$ cat src/rtl/gpio_mux_pkg.sv
/*
 * constants for the general-pin output mux and overflow flags block:
 * register offsets, field positions, reset values, selector codes.
 * assumes a single clock domain and a byte-wide control-port register map.
 */

package gpio_mux_pkg;

	typedef logic [4:0] sel_t;

	// ----------------------------------------
	// register offsets
	// ----------------------------------------
	localparam logic [7:0] OFF_PIN2_SEL    = 8'h55;
	localparam logic [7:0] OFF_LEVEL       = 8'h56;
	localparam logic [7:0] OFF_INVERT      = 8'h57;
	localparam logic [7:0] OFF_OVF_STATUS  = 8'h5a;

	// ----------------------------------------
	// reset values
	// ----------------------------------------
	localparam logic [4:0] RST_PIN2_SEL    = 5'h00;
	localparam logic [2:0] RST_LEVEL       = 3'h0;
	localparam logic [1:0] RST_INVERT      = 2'h0;
	localparam logic [4:0] RST_OVF_STATUS  = 5'h00;

	// ----------------------------------------
	// field positions
	// ----------------------------------------
	localparam int BIT_LEVEL_PIN2  = 5;
	localparam int BIT_LEVEL_PIN0  = 3;
	localparam int BIT_LEVEL_PIN1  = 2;
	localparam int BIT_INV_PIN2    = 5;
	localparam int BIT_INV_PIN0    = 3;
	localparam int BIT_OVF_B1      = 4;
	localparam int BIT_OVF_A1      = 3;
	localparam int BIT_OVF_B2      = 2;
	localparam int BIT_OVF_A2      = 1;
	localparam int BIT_OVF_SHIFT   = 0;

	// ----------------------------------------
	// selector codes
	// ----------------------------------------
	localparam sel_t SEL_OFF        = 5'h00;
	localparam sel_t SEL_DSP        = 5'h01;
	localparam sel_t SEL_REG        = 5'h02;
	localparam sel_t SEL_MUTE_BOTH  = 5'h03;
	localparam sel_t SEL_MUTE_B     = 5'h04;
	localparam sel_t SEL_MUTE_A     = 5'h05;
	localparam sel_t SEL_CLK_BAD    = 5'h06;
	localparam sel_t SEL_SER_OUT    = 5'h07;
	localparam sel_t SEL_AMUTE_B_N  = 5'h08;
	localparam sel_t SEL_AMUTE_A_N  = 5'h09;
	localparam sel_t SEL_PLL_LOCK   = 5'h0a;
	localparam sel_t SEL_CP_CLK     = 5'h0b;
	localparam sel_t SEL_UV_HIGH    = 5'h0e;
	localparam sel_t SEL_UV_LOW     = 5'h0f;
	localparam sel_t SEL_PLL_DIV4   = 5'h10;

	// ----------------------------------------
	// control port
	// ----------------------------------------
	// arbitrary neutral default, straps set the real one
	localparam logic [6:0] DEV_ADDR_DEFAULT = 7'h2a;

endpackage

$ cat src/rtl/gpio_output_mux.sv
/*
 * top of the general-pin output mux and overflow flags block, with its
 * byte-wide two-wire control port slave (page-zero registers only).
 * assumes scl/sda arrive from pins, all other inputs on ref_clk, and the
 * direction and pin-zero/one selectors are held by registers elsewhere.
 */
`timescale 1ns/1ps
`default_nettype none

module gpio_output_mux (
	input  wire logic               ref_clk,
	input  wire logic               rst,
	input  wire logic [6:0]         dev_addr,
	input  wire logic               scl_in,
	input  wire logic               sda_in,
	output logic                    sda_out,
	output logic                    sda_oe,
	input  wire gpio_mux_pkg::sel_t pin0_sel,
	input  wire gpio_mux_pkg::sel_t pin1_sel,
	input  wire logic [2:0]         pin_direction_out,
	input  wire logic [2:0]         dsp_pin_out,
	input  wire logic               automute_a,
	input  wire logic               automute_b,
	input  wire logic               clock_error,
	input  wire logic               clock_changing,
	input  wire logic               clock_missing,
	input  wire logic               serial_audio_out,
	input  wire logic               analog_mute_a_n,
	input  wire logic               analog_mute_b_n,
	input  wire logic               pll_lock,
	input  wire logic               charge_pump_clk,
	input  wire logic               speaker_mute_uv_high,
	input  wire logic               speaker_mute_uv_low,
	input  wire logic               pll_div4,
	input  wire logic               clock_flex_enable,
	input  wire logic               ovf_b1,
	input  wire logic               ovf_a1,
	input  wire logic               ovf_b2,
	input  wire logic               ovf_a2,
	input  wire logic               ovf_shift,
	output logic [2:0]              general_pin_out,
	output logic [2:0]              general_pin_oe
);
	import gpio_mux_pkg::*;

	// ----------------------------------------
	// control-port state
	// ----------------------------------------
	typedef enum logic [3:0] {
		ST_IDLE  = 4'b0000,
		ST_ADDR  = 4'b0001,
		ST_ACK_A = 4'b0010,
		ST_PTR   = 4'b0011,
		ST_ACK_P = 4'b0100,
		ST_WDATA = 4'b0101,
		ST_ACK_W = 4'b0110,
		ST_RDATA = 4'b0111,
		ST_ACK_R = 4'b1000
	} port_state_e;

	port_state_e state;
	logic [3:0]  bit_cnt;
	logic [7:0]  shreg;
	logic [7:0]  tx_byte;
	logic [7:0]  ptr;
	logic        read_mode;
	logic        wr_pulse;
	logic [7:0]  wr_addr;
	logic [7:0]  wr_data;
	logic        rd_pulse;
	logic [7:0]  rd_addr;

	// ----------------------------------------
	// registers
	// ----------------------------------------
	sel_t        pin2_sel;
	logic [2:0]  level_bits;
	logic [1:0]  invert_bits;
	logic [4:0]  ovf_status;

	// ----------------------------------------
	// pin synchronisers
	// ----------------------------------------
	logic scl_m;
	logic scl_s;
	logic scl_d;
	logic sda_m;
	logic sda_s;
	logic sda_d;

	always_ff @(posedge ref_clk or posedge rst) begin
		if (rst) begin
			scl_m <= 1'b1;
			scl_s <= 1'b1;
			scl_d <= 1'b1;
			sda_m <= 1'b1;
			sda_s <= 1'b1;
			sda_d <= 1'b1;
		end else begin
			scl_m <= scl_in;
			scl_s <= scl_m;
			scl_d <= scl_s;
			sda_m <= sda_in;
			sda_s <= sda_m;
			sda_d <= sda_s;
		end
	end

	wire scl_rise   = scl_s & ~scl_d;
	wire scl_fall   = ~scl_s & scl_d;
	wire start_cond = scl_s & scl_d & sda_d & ~sda_s;
	wire stop_cond  = scl_s & scl_d & ~sda_d & sda_s;
	wire byte_done  = (bit_cnt == 4'h8);
	wire addr_match = (shreg[7:1] == dev_addr);
	wire receiving  = (state == ST_ADDR) | (state == ST_PTR) | (state == ST_WDATA);
	wire [7:0] ptr_inc = ptr + 8'h01;

	// ----------------------------------------
	// read data selection
	// ----------------------------------------
	wire sel_hit   = (ptr == OFF_PIN2_SEL);
	wire level_hit = (ptr == OFF_LEVEL);
	wire inv_hit   = (ptr == OFF_INVERT);
	wire ovf_hit   = (ptr == OFF_OVF_STATUS);

	wire [7:0] level_view = {2'h0, level_bits[2], 1'b0, level_bits[1], level_bits[0], 2'h0};
	wire [7:0] inv_view   = {2'h0, invert_bits[1], 1'b0, invert_bits[0], 3'h0};

	// unmapped and reserved bits read back as zero
	wire [7:0] rd_value = sel_hit   ? {3'h0, pin2_sel} :
	                      level_hit ? level_view :
	                      inv_hit   ? inv_view :
	                      ovf_hit   ? {3'h0, ovf_status} :
	                      8'h00;

	// ----------------------------------------
	// control-port sequencer
	// ----------------------------------------
	always_ff @(posedge ref_clk or posedge rst) begin
		if (rst) begin
			state     <= ST_IDLE;
			bit_cnt   <= 4'h0;
			shreg     <= 8'h00;
			tx_byte   <= 8'h00;
			ptr       <= 8'h00;
			read_mode <= 1'b0;
			sda_oe    <= 1'b0;
			wr_pulse  <= 1'b0;
			wr_addr   <= 8'h00;
			wr_data   <= 8'h00;
			rd_pulse  <= 1'b0;
			rd_addr   <= 8'h00;
		end else begin
			wr_pulse <= 1'b0;
			rd_pulse <= 1'b0;
			if (start_cond) begin
				state   <= ST_ADDR;
				bit_cnt <= 4'h0;
				sda_oe  <= 1'b0;
			end else if (stop_cond) begin
				state  <= ST_IDLE;
				sda_oe <= 1'b0;
			end else if (scl_rise) begin
				if (receiving) begin
					shreg   <= {shreg[6:0], sda_s};
					bit_cnt <= bit_cnt + 4'h1;
				end else if (state == ST_RDATA) begin
					bit_cnt <= bit_cnt + 4'h1;
				end else if (state == ST_ACK_R) begin
					// master nack ends the read burst
					read_mode <= ~sda_s;
				end
			end else if (scl_fall) begin
				case (state)
					ST_ADDR: begin
						if (byte_done) begin
							if (addr_match) begin
								state     <= ST_ACK_A;
								read_mode <= shreg[0];
								sda_oe    <= 1'b1;
							end else begin
								state <= ST_IDLE;
							end
						end
					end
					ST_ACK_A: begin
						bit_cnt <= 4'h0;
						if (read_mode) begin
							state    <= ST_RDATA;
							tx_byte  <= rd_value;
							rd_pulse <= 1'b1;
							rd_addr  <= ptr;
							ptr      <= ptr_inc;
							sda_oe   <= ~rd_value[7];
						end else begin
							state  <= ST_PTR;
							sda_oe <= 1'b0;
						end
					end
					ST_PTR: begin
						if (byte_done) begin
							state  <= ST_ACK_P;
							ptr    <= shreg;
							sda_oe <= 1'b1;
						end
					end
					ST_ACK_P, ST_ACK_W: begin
						state   <= ST_WDATA;
						bit_cnt <= 4'h0;
						sda_oe  <= 1'b0;
					end
					ST_WDATA: begin
						if (byte_done) begin
							state    <= ST_ACK_W;
							wr_pulse <= 1'b1;
							wr_addr  <= ptr;
							wr_data  <= shreg;
							ptr      <= ptr_inc;
							sda_oe   <= 1'b1;
						end
					end
					ST_RDATA: begin
						if (byte_done) begin
							state  <= ST_ACK_R;
							sda_oe <= 1'b0;
						end else begin
							sda_oe <= ~tx_byte[3'(4'h7 - bit_cnt)];
						end
					end
					ST_ACK_R: begin
						bit_cnt <= 4'h0;
						if (read_mode) begin
							state    <= ST_RDATA;
							tx_byte  <= rd_value;
							rd_pulse <= 1'b1;
							rd_addr  <= ptr;
							ptr      <= ptr_inc;
							sda_oe   <= ~rd_value[7];
						end else begin
							state <= ST_IDLE;
						end
					end
					default: begin
						state  <= ST_IDLE;
						sda_oe <= 1'b0;
					end
				endcase
			end
		end
	end

	// open drain: only ever pulls low
	always_ff @(posedge ref_clk or posedge rst) begin
		if (rst) begin
			sda_out <= 1'b0;
		end else begin
			sda_out <= 1'b0;
		end
	end

	// ----------------------------------------
	// writable registers
	// ----------------------------------------
	wire wr_sel   = wr_pulse & (wr_addr == OFF_PIN2_SEL);
	wire wr_level = wr_pulse & (wr_addr == OFF_LEVEL);
	wire wr_inv   = wr_pulse & (wr_addr == OFF_INVERT);

	always_ff @(posedge ref_clk or posedge rst) begin
		if (rst) begin
			pin2_sel    <= RST_PIN2_SEL;
			level_bits  <= RST_LEVEL;
			invert_bits <= RST_INVERT;
		end else begin
			if (wr_sel) begin
				pin2_sel <= wr_data[4:0];
			end
			if (wr_level) begin
				level_bits <= {wr_data[BIT_LEVEL_PIN2], wr_data[BIT_LEVEL_PIN0],
				               wr_data[BIT_LEVEL_PIN1]};
			end
			if (wr_inv) begin
				invert_bits <= {wr_data[BIT_INV_PIN2], wr_data[BIT_INV_PIN0]};
			end
		end
	end

	// ----------------------------------------
	// sticky overflow flags
	// ----------------------------------------
	wire       ovf_read = rd_pulse & (rd_addr == OFF_OVF_STATUS);
	wire [4:0] ovf_event;

	assign ovf_event[BIT_OVF_B1]    = ovf_b1;
	assign ovf_event[BIT_OVF_A1]    = ovf_a1;
	assign ovf_event[BIT_OVF_B2]    = ovf_b2;
	assign ovf_event[BIT_OVF_A2]    = ovf_a2;
	assign ovf_event[BIT_OVF_SHIFT] = ovf_shift;

	genvar gi;
	generate
		for (gi = 0; gi < 5; gi = gi + 1) begin : g_ovf
			// a new event beats the read clear; one on the edge that captures the read byte is cleared unread
			always_ff @(posedge ref_clk or posedge rst) begin
				if (rst) begin
					ovf_status[gi] <= RST_OVF_STATUS[gi];
				end else if (ovf_event[gi]) begin
					ovf_status[gi] <= 1'b1;
				end else if (ovf_read) begin
					ovf_status[gi] <= 1'b0;
				end
			end
		end
	endgenerate

	// ----------------------------------------
	// pin outputs
	// ----------------------------------------
	wire       clock_invalid = clock_error | clock_changing | clock_missing;
	wire [2:0] pin_value;
	wire [2:0] pin_invert = {invert_bits[1], 1'b0, invert_bits[0]};
	sel_t      pin_sel [3];

	assign pin_sel[0] = pin0_sel;
	assign pin_sel[1] = pin1_sel;
	assign pin_sel[2] = pin2_sel;

	// level_bits holds {pin two, pin zero, pin one}
	wire [2:0] pin_level = {level_bits[2], level_bits[0], level_bits[1]};

	generate
		for (gi = 0; gi < 3; gi = gi + 1) begin : g_pin
			gpio_source_mux u_mux (
				.sel               (pin_sel[gi]),
				.dsp_pin           (dsp_pin_out[gi]),
				.reg_level         (pin_level[gi]),
				.invert            (pin_invert[gi]),
				.automute_a        (automute_a),
				.automute_b        (automute_b),
				.clock_invalid     (clock_invalid),
				.serial_audio_out  (serial_audio_out),
				.analog_mute_a_n   (analog_mute_a_n),
				.analog_mute_b_n   (analog_mute_b_n),
				.pll_lock          (pll_lock),
				.charge_pump_clk   (charge_pump_clk),
				.uv_high           (speaker_mute_uv_high),
				.uv_low            (speaker_mute_uv_low),
				.pll_div4          (pll_div4),
				.clock_flex_enable (clock_flex_enable),
				.pin_value         (pin_value[gi])
			);
		end
	endgenerate

	// registered outputs add one cycle of latency to every source
	always_ff @(posedge ref_clk or posedge rst) begin
		if (rst) begin
			general_pin_out <= 3'h0;
			general_pin_oe  <= 3'h0;
		end else begin
			general_pin_out <= pin_value;
			general_pin_oe  <= pin_direction_out;
		end
	end

endmodule

`default_nettype wire

$ cat src/rtl/gpio_source_mux.sv
/*
 * one general pin's source selector and polarity stage, combinational.
 * assumes all sources are already in the ref_clk domain.
 */
`timescale 1ns/1ps
`default_nettype none

module gpio_source_mux (
	input  wire gpio_mux_pkg::sel_t sel,
	input  wire logic               dsp_pin,
	input  wire logic               reg_level,
	input  wire logic               invert,
	input  wire logic               automute_a,
	input  wire logic               automute_b,
	input  wire logic               clock_invalid,
	input  wire logic               serial_audio_out,
	input  wire logic               analog_mute_a_n,
	input  wire logic               analog_mute_b_n,
	input  wire logic               pll_lock,
	input  wire logic               charge_pump_clk,
	input  wire logic               uv_high,
	input  wire logic               uv_low,
	input  wire logic               pll_div4,
	input  wire logic               clock_flex_enable,
	output logic                    pin_value
);
	import gpio_mux_pkg::*;

	// ----------------------------------------
	// source table
	// ----------------------------------------
	logic [31:0] src_table;
	logic        selected;

	// unlisted entries stay zero, so reserved codes select low ahead of the invert stage
	always_comb begin
		src_table                = 32'h00000000;
		src_table[SEL_OFF]       = 1'b0;
		src_table[SEL_DSP]       = dsp_pin;
		src_table[SEL_REG]       = reg_level;
		src_table[SEL_MUTE_BOTH] = automute_a & automute_b;
		src_table[SEL_MUTE_B]    = automute_b;
		src_table[SEL_MUTE_A]    = automute_a;
		src_table[SEL_CLK_BAD]   = clock_invalid;
		src_table[SEL_SER_OUT]   = serial_audio_out;
		src_table[SEL_AMUTE_B_N] = analog_mute_b_n;
		src_table[SEL_AMUTE_A_N] = analog_mute_a_n;
		src_table[SEL_PLL_LOCK]  = pll_lock;
		src_table[SEL_CP_CLK]    = charge_pump_clk;
		src_table[SEL_UV_HIGH]   = uv_high;
		src_table[SEL_UV_LOW]    = uv_low;
		// pll/4 is only meaningful with the flex clock setting on
		src_table[SEL_PLL_DIV4]  = pll_div4 & clock_flex_enable;
	end

	assign selected  = src_table[sel];
	assign pin_value = selected ^ invert;

endmodule

`default_nettype wire

$ cat config.mk
export PLATFORM = sky130hd
export DESIGN_NAME = gpio_output_mux
export DESIGN_NICKNAME = d
export VERILOG_FILES = /design/src/rtl/gpio_mux_pkg.sv /design/src/rtl/gpio_output_mux.sv /design/src/rtl/gpio_source_mux.sv
export SDC_FILE = /design/constraint.sdc
export NUM_CORES = 1
export LEC_CHECK = 0
export BUFFER_PORTS_ARGS = -buffer_cell sky130_fd_sc_hd__buf_4
export CAP_MARGIN = 20
export CORE_ASPECT_RATIO = 1.5
export CORE_UTILIZATION = 63
export CTS_CLUSTER_DIAMETER = 60
export DETAILED_ROUTE_END_ITERATION = 6
export GPL_TIMING_DRIVEN = 0
export PLACE_DENSITY = 0.85
export SLEW_MARGIN = 5
export SYNTH_ARGS = -nofsm -noshare
export SYNTH_HDL_FRONTEND = slang
export SYNTH_SLANG_ARGS = --single-unit
export TNS_END_PERCENT = 100
$ cat constraint.sdc
create_clock -name ref_clk -period 3.9 [get_ports ref_clk]
set_input_delay 0.195 -clock ref_clk [delete_from_list [all_inputs] [get_ports ref_clk]]
set_output_delay 0.195 -clock ref_clk [all_outputs]
set_load 0.1 [all_outputs]
==> results of run 1 <==
kinds of logic after synthesis:
| family | synth area share [%] |
|---|---|
| xor+xnor | 2.22 |
| fa+ha+maj | 2.12 |
| mux | 13.4 |
| flops | 44.1 |
| simple gates | 16.8 |
| compound gates | 16.5 |
| buf+inv | 4.73 |
| other cells | 0.0792 |
stage by stage:
stage,power [mW],instances,hold slack (ns)
6_report,2.38,636,0.0467
5_1_grt,2.50,636,0.0412
4_1_cts,2.39,636,0.0345
3_5_place_dp,1.77,609,0.245
3_3_place_gp,1.74,608,0.303
2_1_floorplan,1.55,459,0.199
critical path: stages, from the launching register on:
cell     delay (ns)
dfstp_2        0.55
inv_1          0.05
ha_1           0.18
buf_6          0.14
nor2b_1        0.10
buf_4          0.19
nand2_2        0.07
or4_4          0.43
buf_6          0.15
buf_6          0.15
mux2_4         0.31
Yosys cell counts (3+ instances only):
library cell  count
clkbuf_1         12
a221oi_1          7
a22oi_1           6
mux4_2            3
a21o_1            8
nor3_1            9
o21ai_0          25
buf_6             4
nor3b_1           3
mux2_2           26
a21oi_1          18
or3_1             4
nor2_1           23
nand4_1           6
inv_1            20
buf_2             8
nor2b_1           4
nor4_1            4
dfstp_2           6
xnor2_1           8
mux2i_1          14
and2_1            3
a2bb2oi_1         6
o22ai_1           3
xor2_1            4
mux2_4            9
dfrtp_1          77
a31oi_1           4
nand3_1          13
ha_1              8
nand2b_1          8
nand2_1          42
o31ai_1           5
per-layer routing:
layer / vias to the layer above / part of all wire (%)
li1: 1830 / -
met1: 1849 / 40
met2: 137 / 53
met3: 28 / 3.8
met4: 0 / 3.1
met5: - / 0
cell type report:
type	instances	area, um2	area share (%)
clock inverters	5	52.6	0.945
well taps	100	125	2.25
inverters	20	77.6	1.40
clock buffers	11	141	2.54
repair buffers	61	505	9.09
multi-input cells	329	2420	43.6
plain buffers	27	149	2.68
flip-flops and latches	83	2080	37.5
what timing repair did:
item                                   4_1_cts  5_1_grt
gates resized for setup                      0        0
buffers inserted                             0        0
endpoints found under the hold margin       41        0
hold buffers                                11        0
path summary, 6_finish.rpt:
path                       slack (ns)                            to             from  depth (start not counted)
setup / recovery                 1.48        wr_data[0]$_DFFE_PP0P_  scl_d$_DFF_PP1_                         10
hold / removal                   0.05  general_pin_out[1]$_DFF_PP0_      pin1_sel[3]                          2
setup reg to reg                 1.48        wr_data[0]$_DFFE_PP0P_  scl_d$_DFF_PP1_                         10
hold reg to reg                  0.36               scl_s$_DFF_PP1_  scl_m$_DFF_PP1_                          0
max in group asynchronous        2.84               scl_d$_DFF_PP1_              rst                          4
min in group asynchronous        0.39  general_pin_out[0]$_DFF_PP0_              rst                          3
placed cells by master (no fill, tap or decap), drive strengths merged, types with 4 or more instances in the layout:
cell	n
a221oi	7
o31ai	5
dfstp	6
dfrtp	77
xor2	4
a22oi	6
nand2b	8
inv	20
mux2	35
ha	8
nor4	4
a21o	8
nor2b	4
a31oi	4
or3	4
buf	65
nand3b	4
nor2	23
dlygate4sd3	11
nand2	44
o21ai	25
clkbuf	23
mux2i	14
xnor2	8
nand4	6
nand3	13
nor3	9
a21oi	20
a2bb2oi	6
sequential cells by signal (all words and copies together), names as in the netlist, 2 cells and up:
register,flops
bit_cnt,4
general_pin_oe,3
general_pin_out,3
invert_bits,2
level_bits,3
ovf_status,5
pin2_sel,5
ptr,8
rd_addr,8
shreg,8
state,4
tx_byte,6
wr_addr,8
wr_data,6
where the power goes:
group	switching (mW)	total (mW)	leakage, nW	internal [mW]
clock	0.305	0.615	0.0991	0.310
combinational	0.361	0.641	1.33	0.280
sequential	0.161	1.13	1.07	0.966
==> results_dict.tcl, run 1 <==
set metrics [dict create \
    status "finished, final reports clean" \
    hold_class "in -> reg" \
    wirelength_mm 11.0 \
    drt_iter0_markers 263 \
    coreArea_mm2 0.00727 \
    drc 0 \
    use_met1_pct 34.6 \
    p_leak_nw 2.49 \
    grt_use_total_pct 30.1 \
    synth_top_area_share_pct 40.7 \
    fill_cells 534 \
    dr.pass1.iters 5 \
    synth-async-reset-ratio_pct 100 \
    place.port_buffers 49 \
    dieArea_mm2 0.00787 \
    fin_area_mm2 0.00556 \
    drt-vias-per-instance 6.04 \
    grt_start_max_net_pins 51 \
    clock-root-buffer "clkbuf_8" \
    setup_ws_ns 1.48 \
    place_congestion 0.929 \
    netlist.top_cell.by_area "dfrtp_1" \
    n_antenna_cell 0 \
    rsz0062_at_grt "false" \
    start_kind "flop" \
    grt_pass1_vias 3743 \
    die_w_um 72.8 \
    antenna_found_initial 0 \
    syn_area_per_cell_um2 10.3 \
    cts_sinks 83 \
    ys_seq_area_share_pct 44.1 \
    clk_latency_ns 0.37 \
    grt_pass1_wl_mm 17.8 \
    postRouteAntennaNets 0 \
    grt.busiest_layer "met2" \
    tns_ns 0 \
    nNetsFinal 585 \
    min_period_ns 2.42 \
    p_per_area_mw_per_mm2 429 \
    die_y_um 108 \
    setup_violations 0 \
    fmax_ghz 0.413 \
    start_util_pct 65.0 \
    io_pins 54 \
    end_kind "flop" \
    critPathRequiredTime_ns 4.15 \
    place_ws_ns 1.49 \
    syn2layout_area_growth_pct 17.5 \
    path_class "reg -> reg" \
    vias 3844 \
    ir_worst_vdd_mv 0.384 \
    synth_nets 513 \
    clkSlewWorstSetupHoldPaths_ns 0.08 \
    final_core_util_pct 76.4 \
    rows 38 \
    fin_crit_sh_pct 62.1 \
    numCtsBuffers 9 \
    dpl-instance-area_mm2 0.00526 \
    tightest_slew_ns 0.598 \
    relSlewSlack_pct 60.0 \
    drive_gt1_share_pct 25.4 \
    cp.arrival_ns 2.68 \
    ys_types 76 \
    final-hold-violation-count 0 \
    drv_cap 0 \
    synth_edf_count 0 \
    synth_area_leaders "dfrtp_1, mux2_2, dfstp_2" \
    crit_path_max_fanout 10 \
    synth_area_mm2 0.00473 \
    cts_max_level 3 \
    tritoncts "done" \
    ys.flop_type "dfrtp_1" \
    globalRoute.totalOverflow 0 \
    ctsLongestPathBuffers 2 \
    use_met3_pct 5.87 \
    finalMaxSlewViolations 0 \
    ys_ff_latch 83 \
    grtUsageMet2_pct 52.9 \
    yosys_warnings 0 \
    dp_hpwl_mm 8.31 \
    fin_skew_ns 0.0114 \
    wire_per_inst_um 17.3 \
    synth_cells 459 \
]
(Power assumes the default switching activity.)
==> run 2: changes to the inputs <==
--- a/config.mk
+++ b/config.mk
@@ -8,11 +8,11 @@
 export BUFFER_PORTS_ARGS = -buffer_cell sky130_fd_sc_hd__buf_4
 export CAP_MARGIN = 20
 export CORE_ASPECT_RATIO = 1.5
-export CORE_UTILIZATION = 63
+export CORE_UTILIZATION = 59
 export CTS_CLUSTER_DIAMETER = 60
 export DETAILED_ROUTE_END_ITERATION = 6
 export GPL_TIMING_DRIVEN = 0
-export PLACE_DENSITY = 0.85
+export PLACE_DENSITY = 0.8
 export SLEW_MARGIN = 5
 export SYNTH_ARGS = -nofsm -noshare
 export SYNTH_HDL_FRONTEND = slang
==> constraint.sdc (replaced) <==
create_clock -name ref_clk -period 2.4 [get_ports ref_clk]
set_input_delay 0.12 -clock ref_clk [delete_from_list [all_inputs] [get_ports ref_clk]]
set_output_delay 0.12 -clock ref_clk [all_outputs]
set_load 0.1 [all_outputs]
==> run 2 against run 1 <==
- non-clock buffer count grew 3
- sequential cell count unchanged
- register-to-register slack worse by 1.4 ns
- via count increased by 1.6%
- global-route usage down 0.24 points
- first-iteration DRC count fell by 3.0%
- largest power group unchanged
- highest routed layer unchanged
==> results_dict.tcl, run 2 (synthesized netlist as in run 1, its figures left out) <==
set metrics [dict create \
    path_class "reg -> reg" \
    finalMaxSlewViolations 0 \
    end_kind "flop" \
    grt_use_total_pct 29.9 \
    grt_start_max_net_pins 65 \
    globalRoute.totalOverflow 0 \
    holdWs_ns 0.0263 \
    nNetsFinal 588 \
    fin_crit_sh_pct 97.7 \
    drive_gt1_share_pct 25.6 \
    ctsLongestPathBuffers 2 \
    dr.pass1.iters 5 \
    place_ws_ns -0.00409 \
    dieArea_mm2 0.00839 \
    drt_iter0_markers 255 \
    vias 3905 \
    p_leak_nw 2.58 \
    start_util_pct 61.4 \
    syn2layout_area_growth_pct 21.4 \
    hold_class "in -> reg" \
    numCtsBuffers 9 \
    final_cell_mix "dfrtp_1, buf_4, nand2_1, mux2_2, o21ai_0" \
    clock-root-buffer "clkbuf_16" \
    reg2reg_slack_ns 0.06 \
    wire_per_inst_um 18.3 \
    relSlewSlack_pct 62.4 \
    grt_pass1_vias 3904 \
    place.port_buffers 49 \
    drc 0 \
    clk_latency_ns 0.35 \
    place_congestion 0.942 \
    rsz0062_at_grt "false" \
    tightest_slew_ns 0.562 \
    setup_ws_ns 0.0553 \
    critPathMaxStageDelay_ns 0.54 \
    hp-start "pin0_sel[4]" \
    p_total_mw 4.50 \
    p_per_area_mw_per_mm2 783 \
    min_path_cells 3 \
    clkSlewWorstSetupHoldPaths_ns 0.06 \
    grt_pass1_wl_mm 18.5 \
    antenna_found_initial 0 \
    die_w_um 75.1 \
    start_kind "flop" \
    rr_endpoint "wr_data[0]$_DFFE_PP0P_" \
    die_y_um 112 \
    n_antenna_cell 0 \
    setup_violations 0 \
    reg2reg_from "scl_d$_DFF_PP1_" \
    wirelength_mm 11.7 \
    cpMostUsedCell "buf_6" \
    status "finished, final reports clean" \
    cp_num_buf_inv 5 \
    coreArea_mm2 0.00771 \
    min_period_ns 2.34 \
    final-hold-violation-count 0 \
    layout_commonest_cell "dfrtp_1" \
    postRouteAntennaNets 0 \
    ir_worst_vdd_mv 0.604 \
    cp.arrival_ns 2.57 \
    critPathRequiredTime_ns 2.63 \
    cts_sinks 83 \
    slowest_stage "dfstp_2" \
    tritoncts "done" \
    io_pins 54 \
    min_to "general_pin_out[0]$_DFF_PP0_" \
    rows 39 \
    drv_cap 0 \
    path_cells "inv_1, ha_1, buf_6, nor2b_1, buf_4, nand2_2, or4_4, buf_6, buf_6, mux2_4" \
    reg2reg_depth 10 \
    crit_path_max_fanout 10 \
    drt-vias-per-instance 6.09 \
    fmax_ghz 0.426 \
    fin_skew_ns 0.00760 \
    dp_hpwl_mm 8.41 \
    critical_path.top_delay_family "buffers and inverters" \
    cts_max_level 3 \
]
==> run 2: changes by cell type in the layout (fill, tap and decap cells not counted), sizes merged <==
cell         previous run  this run
bufinv                  1         3
dlygate4sd3            11        13
clkinvlp                1         0
buf                    65        66
clkinv                  3         2
==> run 2: stage by stage <==
stage	util (%)	cells	area (um2)	setup TNS (ns)
finish	74.5	641	5750	0
global route	74.5	641	5750	0
CTS	74.4	641	5740	0
detailed placement	68.2	611	5260	-0.00409
global placement	67.8	610	5230	-53.15
floorplan	-	459	4730	0
==> run 2: repair_timing <==
action                                  in CTS  in global routing
endpoints found under the setup margin       7                  5
hold buffers                                13                  0
buffers inserted                             1                  0
resized for setup                            0                  3
hold endpoints to repair                    30                  0
pin swaps                                    0                  0
==> run 2: worst max path at each step <==
stage / startpoint / to / slack [ns] / cells after the start
5_1_grt: scl_d$_DFF_PP1_ / tx_byte[1]$_DFFE_PP0P_ / 0.001 / 9
3_3_place_gp: rst / bit_cnt[1]$_DFFE_PP0P_ / -0.70 / 2
6_report: scl_d$_DFF_PP1_ / wr_data[0]$_DFFE_PP0P_ / 0.06 / 10
2_1_floorplan: scl_d$_DFF_PP1_ / wr_addr[1]$_DFFE_PP0P_ / 0.14 / 10
4_1_cts: scl_d$_DFF_PP1_ / wr_addr[7]$_DFFE_PP0P_ / 0.05 / 10
3_5_place_dp: scl_d$_DFF_PP1_ / wr_addr[7]$_DFFE_PP0P_ / -0.004 / 10
==> run 2: power by group <==
group / internal [mW] / switching (mW) / total [mW]
registers: 1.57 / 0.267 / 1.84
logic: 0.459 / 0.602 / 1.06
clock network: 1.04 / 0.558 / 1.60
==> run 2: area by class of cell <==
class,instances,area [um2]
sequential,83,2080
tap,102,128
clock buffer,11,243
clock inverter,5,100
buffer,27,150
fill,564,1960
timing repair buffer,64,533
inverter,20,77.6
multi-input combinational,329,2430
==> run 2: worst reg2reg max path, cell delays in order (launching register included) <==
cell and delay (ns):
dfstp_2 0.54, inv_1 0.04, ha_1 0.18, buf_6 0.14, nor2b_1 0.10, buf_4 0.14
nand2_2 0.05, or4_4 0.44, buf_6 0.15, buf_6 0.15, mux2_4 0.30
==> run 2: per-layer routing <==
metal | vias to the layer above | track usage, % | routed length (um) | part of all wire [%]
li1 | 1830 | - | - | -
met1 | 1924 | 33.5 | 4700 | 40
met2 | 111 | 51.5 | 6160 | 52
met3 | 40 | 5.25 | 361 | 3.1
met4 | 0 | 17.1 | 513 | 4.4
met5 | - | 0 | 0 | 0
==> run 3: changes to the inputs <==
--- a/config.mk
+++ b/config.mk
@@ -8,11 +8,12 @@
 export BUFFER_PORTS_ARGS = -buffer_cell sky130_fd_sc_hd__buf_4
 export CAP_MARGIN = 20
 export CORE_ASPECT_RATIO = 1.5
-export CORE_UTILIZATION = 59
+export CORE_UTILIZATION = 61
+export CTS_BUF_LIST = sky130_fd_sc_hd__clkbuf_4
 export CTS_CLUSTER_DIAMETER = 60
 export DETAILED_ROUTE_END_ITERATION = 6
 export GPL_TIMING_DRIVEN = 0
-export PLACE_DENSITY = 0.8
+export PLACE_DENSITY = 0.83
 export SLEW_MARGIN = 5
 export SYNTH_ARGS = -nofsm -noshare
 export SYNTH_HDL_FRONTEND = slang
==> run 3 against run 2 <==
- clock power is 43% lower
- combinational power about the same
- final cell count is 0.94% higher
- clock skew grew 0.0092 ns
- global-route usage increased by 0.78 points
- sequential cell count did not move
- highest routed layer unchanged
==> results_dict.tcl, run 3 (synthesized netlist as in run 1, its figures left out) <==
set metrics [dict create \
    instances_no_fill 647 \
    tritoncts "done" \
    ff_latch_area_mm2 0.00208 \
    cp_num_buf_inv 4 \
    vias 3977 \
    drt_iter0_markers 286 \
    critical_path.top_delay_family "flip-flops" \
    final-hold-violation-count 0 \
    postRouteAntennaNets 0 \
    cp.arrival_ns 2.60 \
    grt_pass1_vias 3910 \
    drv_cap 0 \
    rsz0062_at_grt "false" \
    io_pins 54 \
    die_w_um 73.9 \
    relSlewSlack_pct 59.2 \
    path_cells "inv_1, ha_1, buf_6, nor2b_1, buf_4, buf_4, o211ai_2, a21oi_4, mux2_2" \
    cts_max_level 3 \
    n_antenna_cell 0 \
    antenna_found_initial 0 \
    coreArea_mm2 0.00756 \
    drt-vias-per-instance 6.15 \
    grt_use_total_pct 30.7 \
    place.port_buffers 49 \
    setup_ws_ns 0.139 \
    wirelength_mm 11.7 \
    critPathRequiredTime_ns 2.74 \
    fin_crit_sh_pct 94.2 \
    cpMostUsedCell "buf_4" \
    ir_worst_vdd_mv 0.557 \
    slowest_stage "dfstp_2" \
    dr.pass1.iters 4 \
    drive_gt1_share_pct 26.1 \
    wire_per_inst_um 18.1 \
    status "finished, final reports clean" \
    globalRoute.totalOverflow 0 \
    start_kind "flop" \
    dieArea_mm2 0.00812 \
    setup_violations 0 \
    finalMaxSlewViolations 0 \
    start_util_pct 62.6 \
    rows 39 \
    grt_start_max_net_pins 45 \
    numCtsBuffers 9 \
    crit_path_max_fanout 10 \
    place_ws_ns -0.0152 \
    grt_pass1_wl_mm 18.5 \
    nNetsFinal 594 \
    clock-root-buffer "clkbuf_4" \
    path_class "reg -> reg" \
    clkSlewWorstSetupHoldPaths_ns 0.14 \
    drc 0 \
    layout_commonest_cell "dfrtp_1" \
    syn2layout_area_growth_pct 18.4 \
    place_congestion 0.930 \
    end_kind "flop" \
    tightest_slew_ns 0.611 \
    fin_skew_ns 0.0168 \
    min_period_ns 2.26 \
    dp_hpwl_mm 8.55 \
    multiInputGateArea_mm2 0.00243 \
    clk_latency_ns 0.46 \
    cts_sinks 83 \
    p_leak_nw 2.52 \
    critPathMaxStageDelay_ns 0.56 \
    fmax_ghz 0.442 \
    die_y_um 110 \
    ctsLongestPathBuffers 2 \
    placed_cells 611 \
    fill_cells 541 \
    holdWs_ns 0.275 \
    final_cell_mix "dfrtp_1, buf_4, nand2_1, mux2_2, o21ai_0" \
    p_per_area_mw_per_mm2 683 \
    hold_class "in -> async" \
]
[run 3: changes by cell type in the layout (fill, tap and decap cells not counted), moves of 2 or more]
cell,previous run,this run
clkbuf_4,0,11
clkbuf_16,9,0
buf_4,52,57
dlygate4sd3_1,13,15
[run 3: timing repair]
item | in CTS | in global routing
endpoints found under the hold margin | 49 | 0
gates cloned | 0 | 0
resized for setup | 0 | 1
endpoints found under the setup margin | 9 | 15
setup buffers | 3 | 3
hold buffers | 15 | 0
[run 3: per-layer routing]
layer / vias to the layer above / track usage [%] / share of wire (%)
met5: - / 0 / 0
met1: 1952 / 33.1 / 38
met3: 38 / 6.23 / 4.2
li1: 1846 / - / -
met4: 0 / 16.3 / 4.0
met2: 141 / 55.1 / 54
[run 3: final cells by class]
type	instances	share of cell area [%]
sequential	83	37.2
clock inverter	5	1.38
tap	102	2.28
inverter	20	1.38
clock buffer	11	1.47
timing repair buffer	71	10.4
buffer	26	2.46
multi-input combinational	329	43.4
[run 3: power breakdown]
group / leakage (nW) / switching, mW / internal, mW
Sequential: 1.07 / 0.274 / 1.57
Combinational: 1.37 / 0.596 / 0.465
Clock: 0.0868 / 0.477 / 0.443
[run 3: through the flow]
stage          utilization (%)  instance area (um2)  TNS, ns  power, mW
3_5_place_dp              69.4                 5250  -0.0406       2.89
4_1_cts                   73.8                 5580        0       3.83
2_1_floorplan                -                 4730        0       2.52
6_report                  74.1                 5600        0       3.82
5_1_grt                   74.1                 5600        0       4.02
3_3_place_gp              69.1                 5230   -51.53       2.84
[run 3: final timing paths]
path                                               end  slack, ns            start  cells past startpoint
max in group asynchronous       wr_addr[4]$_DFFE_PP0P_       1.50              rst                      4
hold / removal             general_pin_oe[0]$_DFF_PP0_       0.27              rst                      3
hold reg to reg                        sda_s$_DFF_PP1_       0.36  sda_m$_DFF_PP1_                      0
setup reg to reg                    ptr[1]$_DFFE_PP0P_       0.14  scl_d$_DFF_PP1_                      9
min in group ref_clk             read_mode$_DFFE_PP0P_       0.29      dev_addr[4]                      6
setup / recovery                    ptr[1]$_DFFE_PP0P_       0.14  scl_d$_DFF_PP1_                      9
[run 3: worst reg2reg max path, delay by kind of cell, from the launching register on]
kind | cells | cell delay (ns)
DFF | 1 | 0.56
AOI/OAI and AO/OA | 2 | 0.51
buffers and inverters | 4 | 0.44
muxes | 1 | 0.37
adders and majority gates | 1 | 0.18
and+or+nand+nor | 1 | 0.10
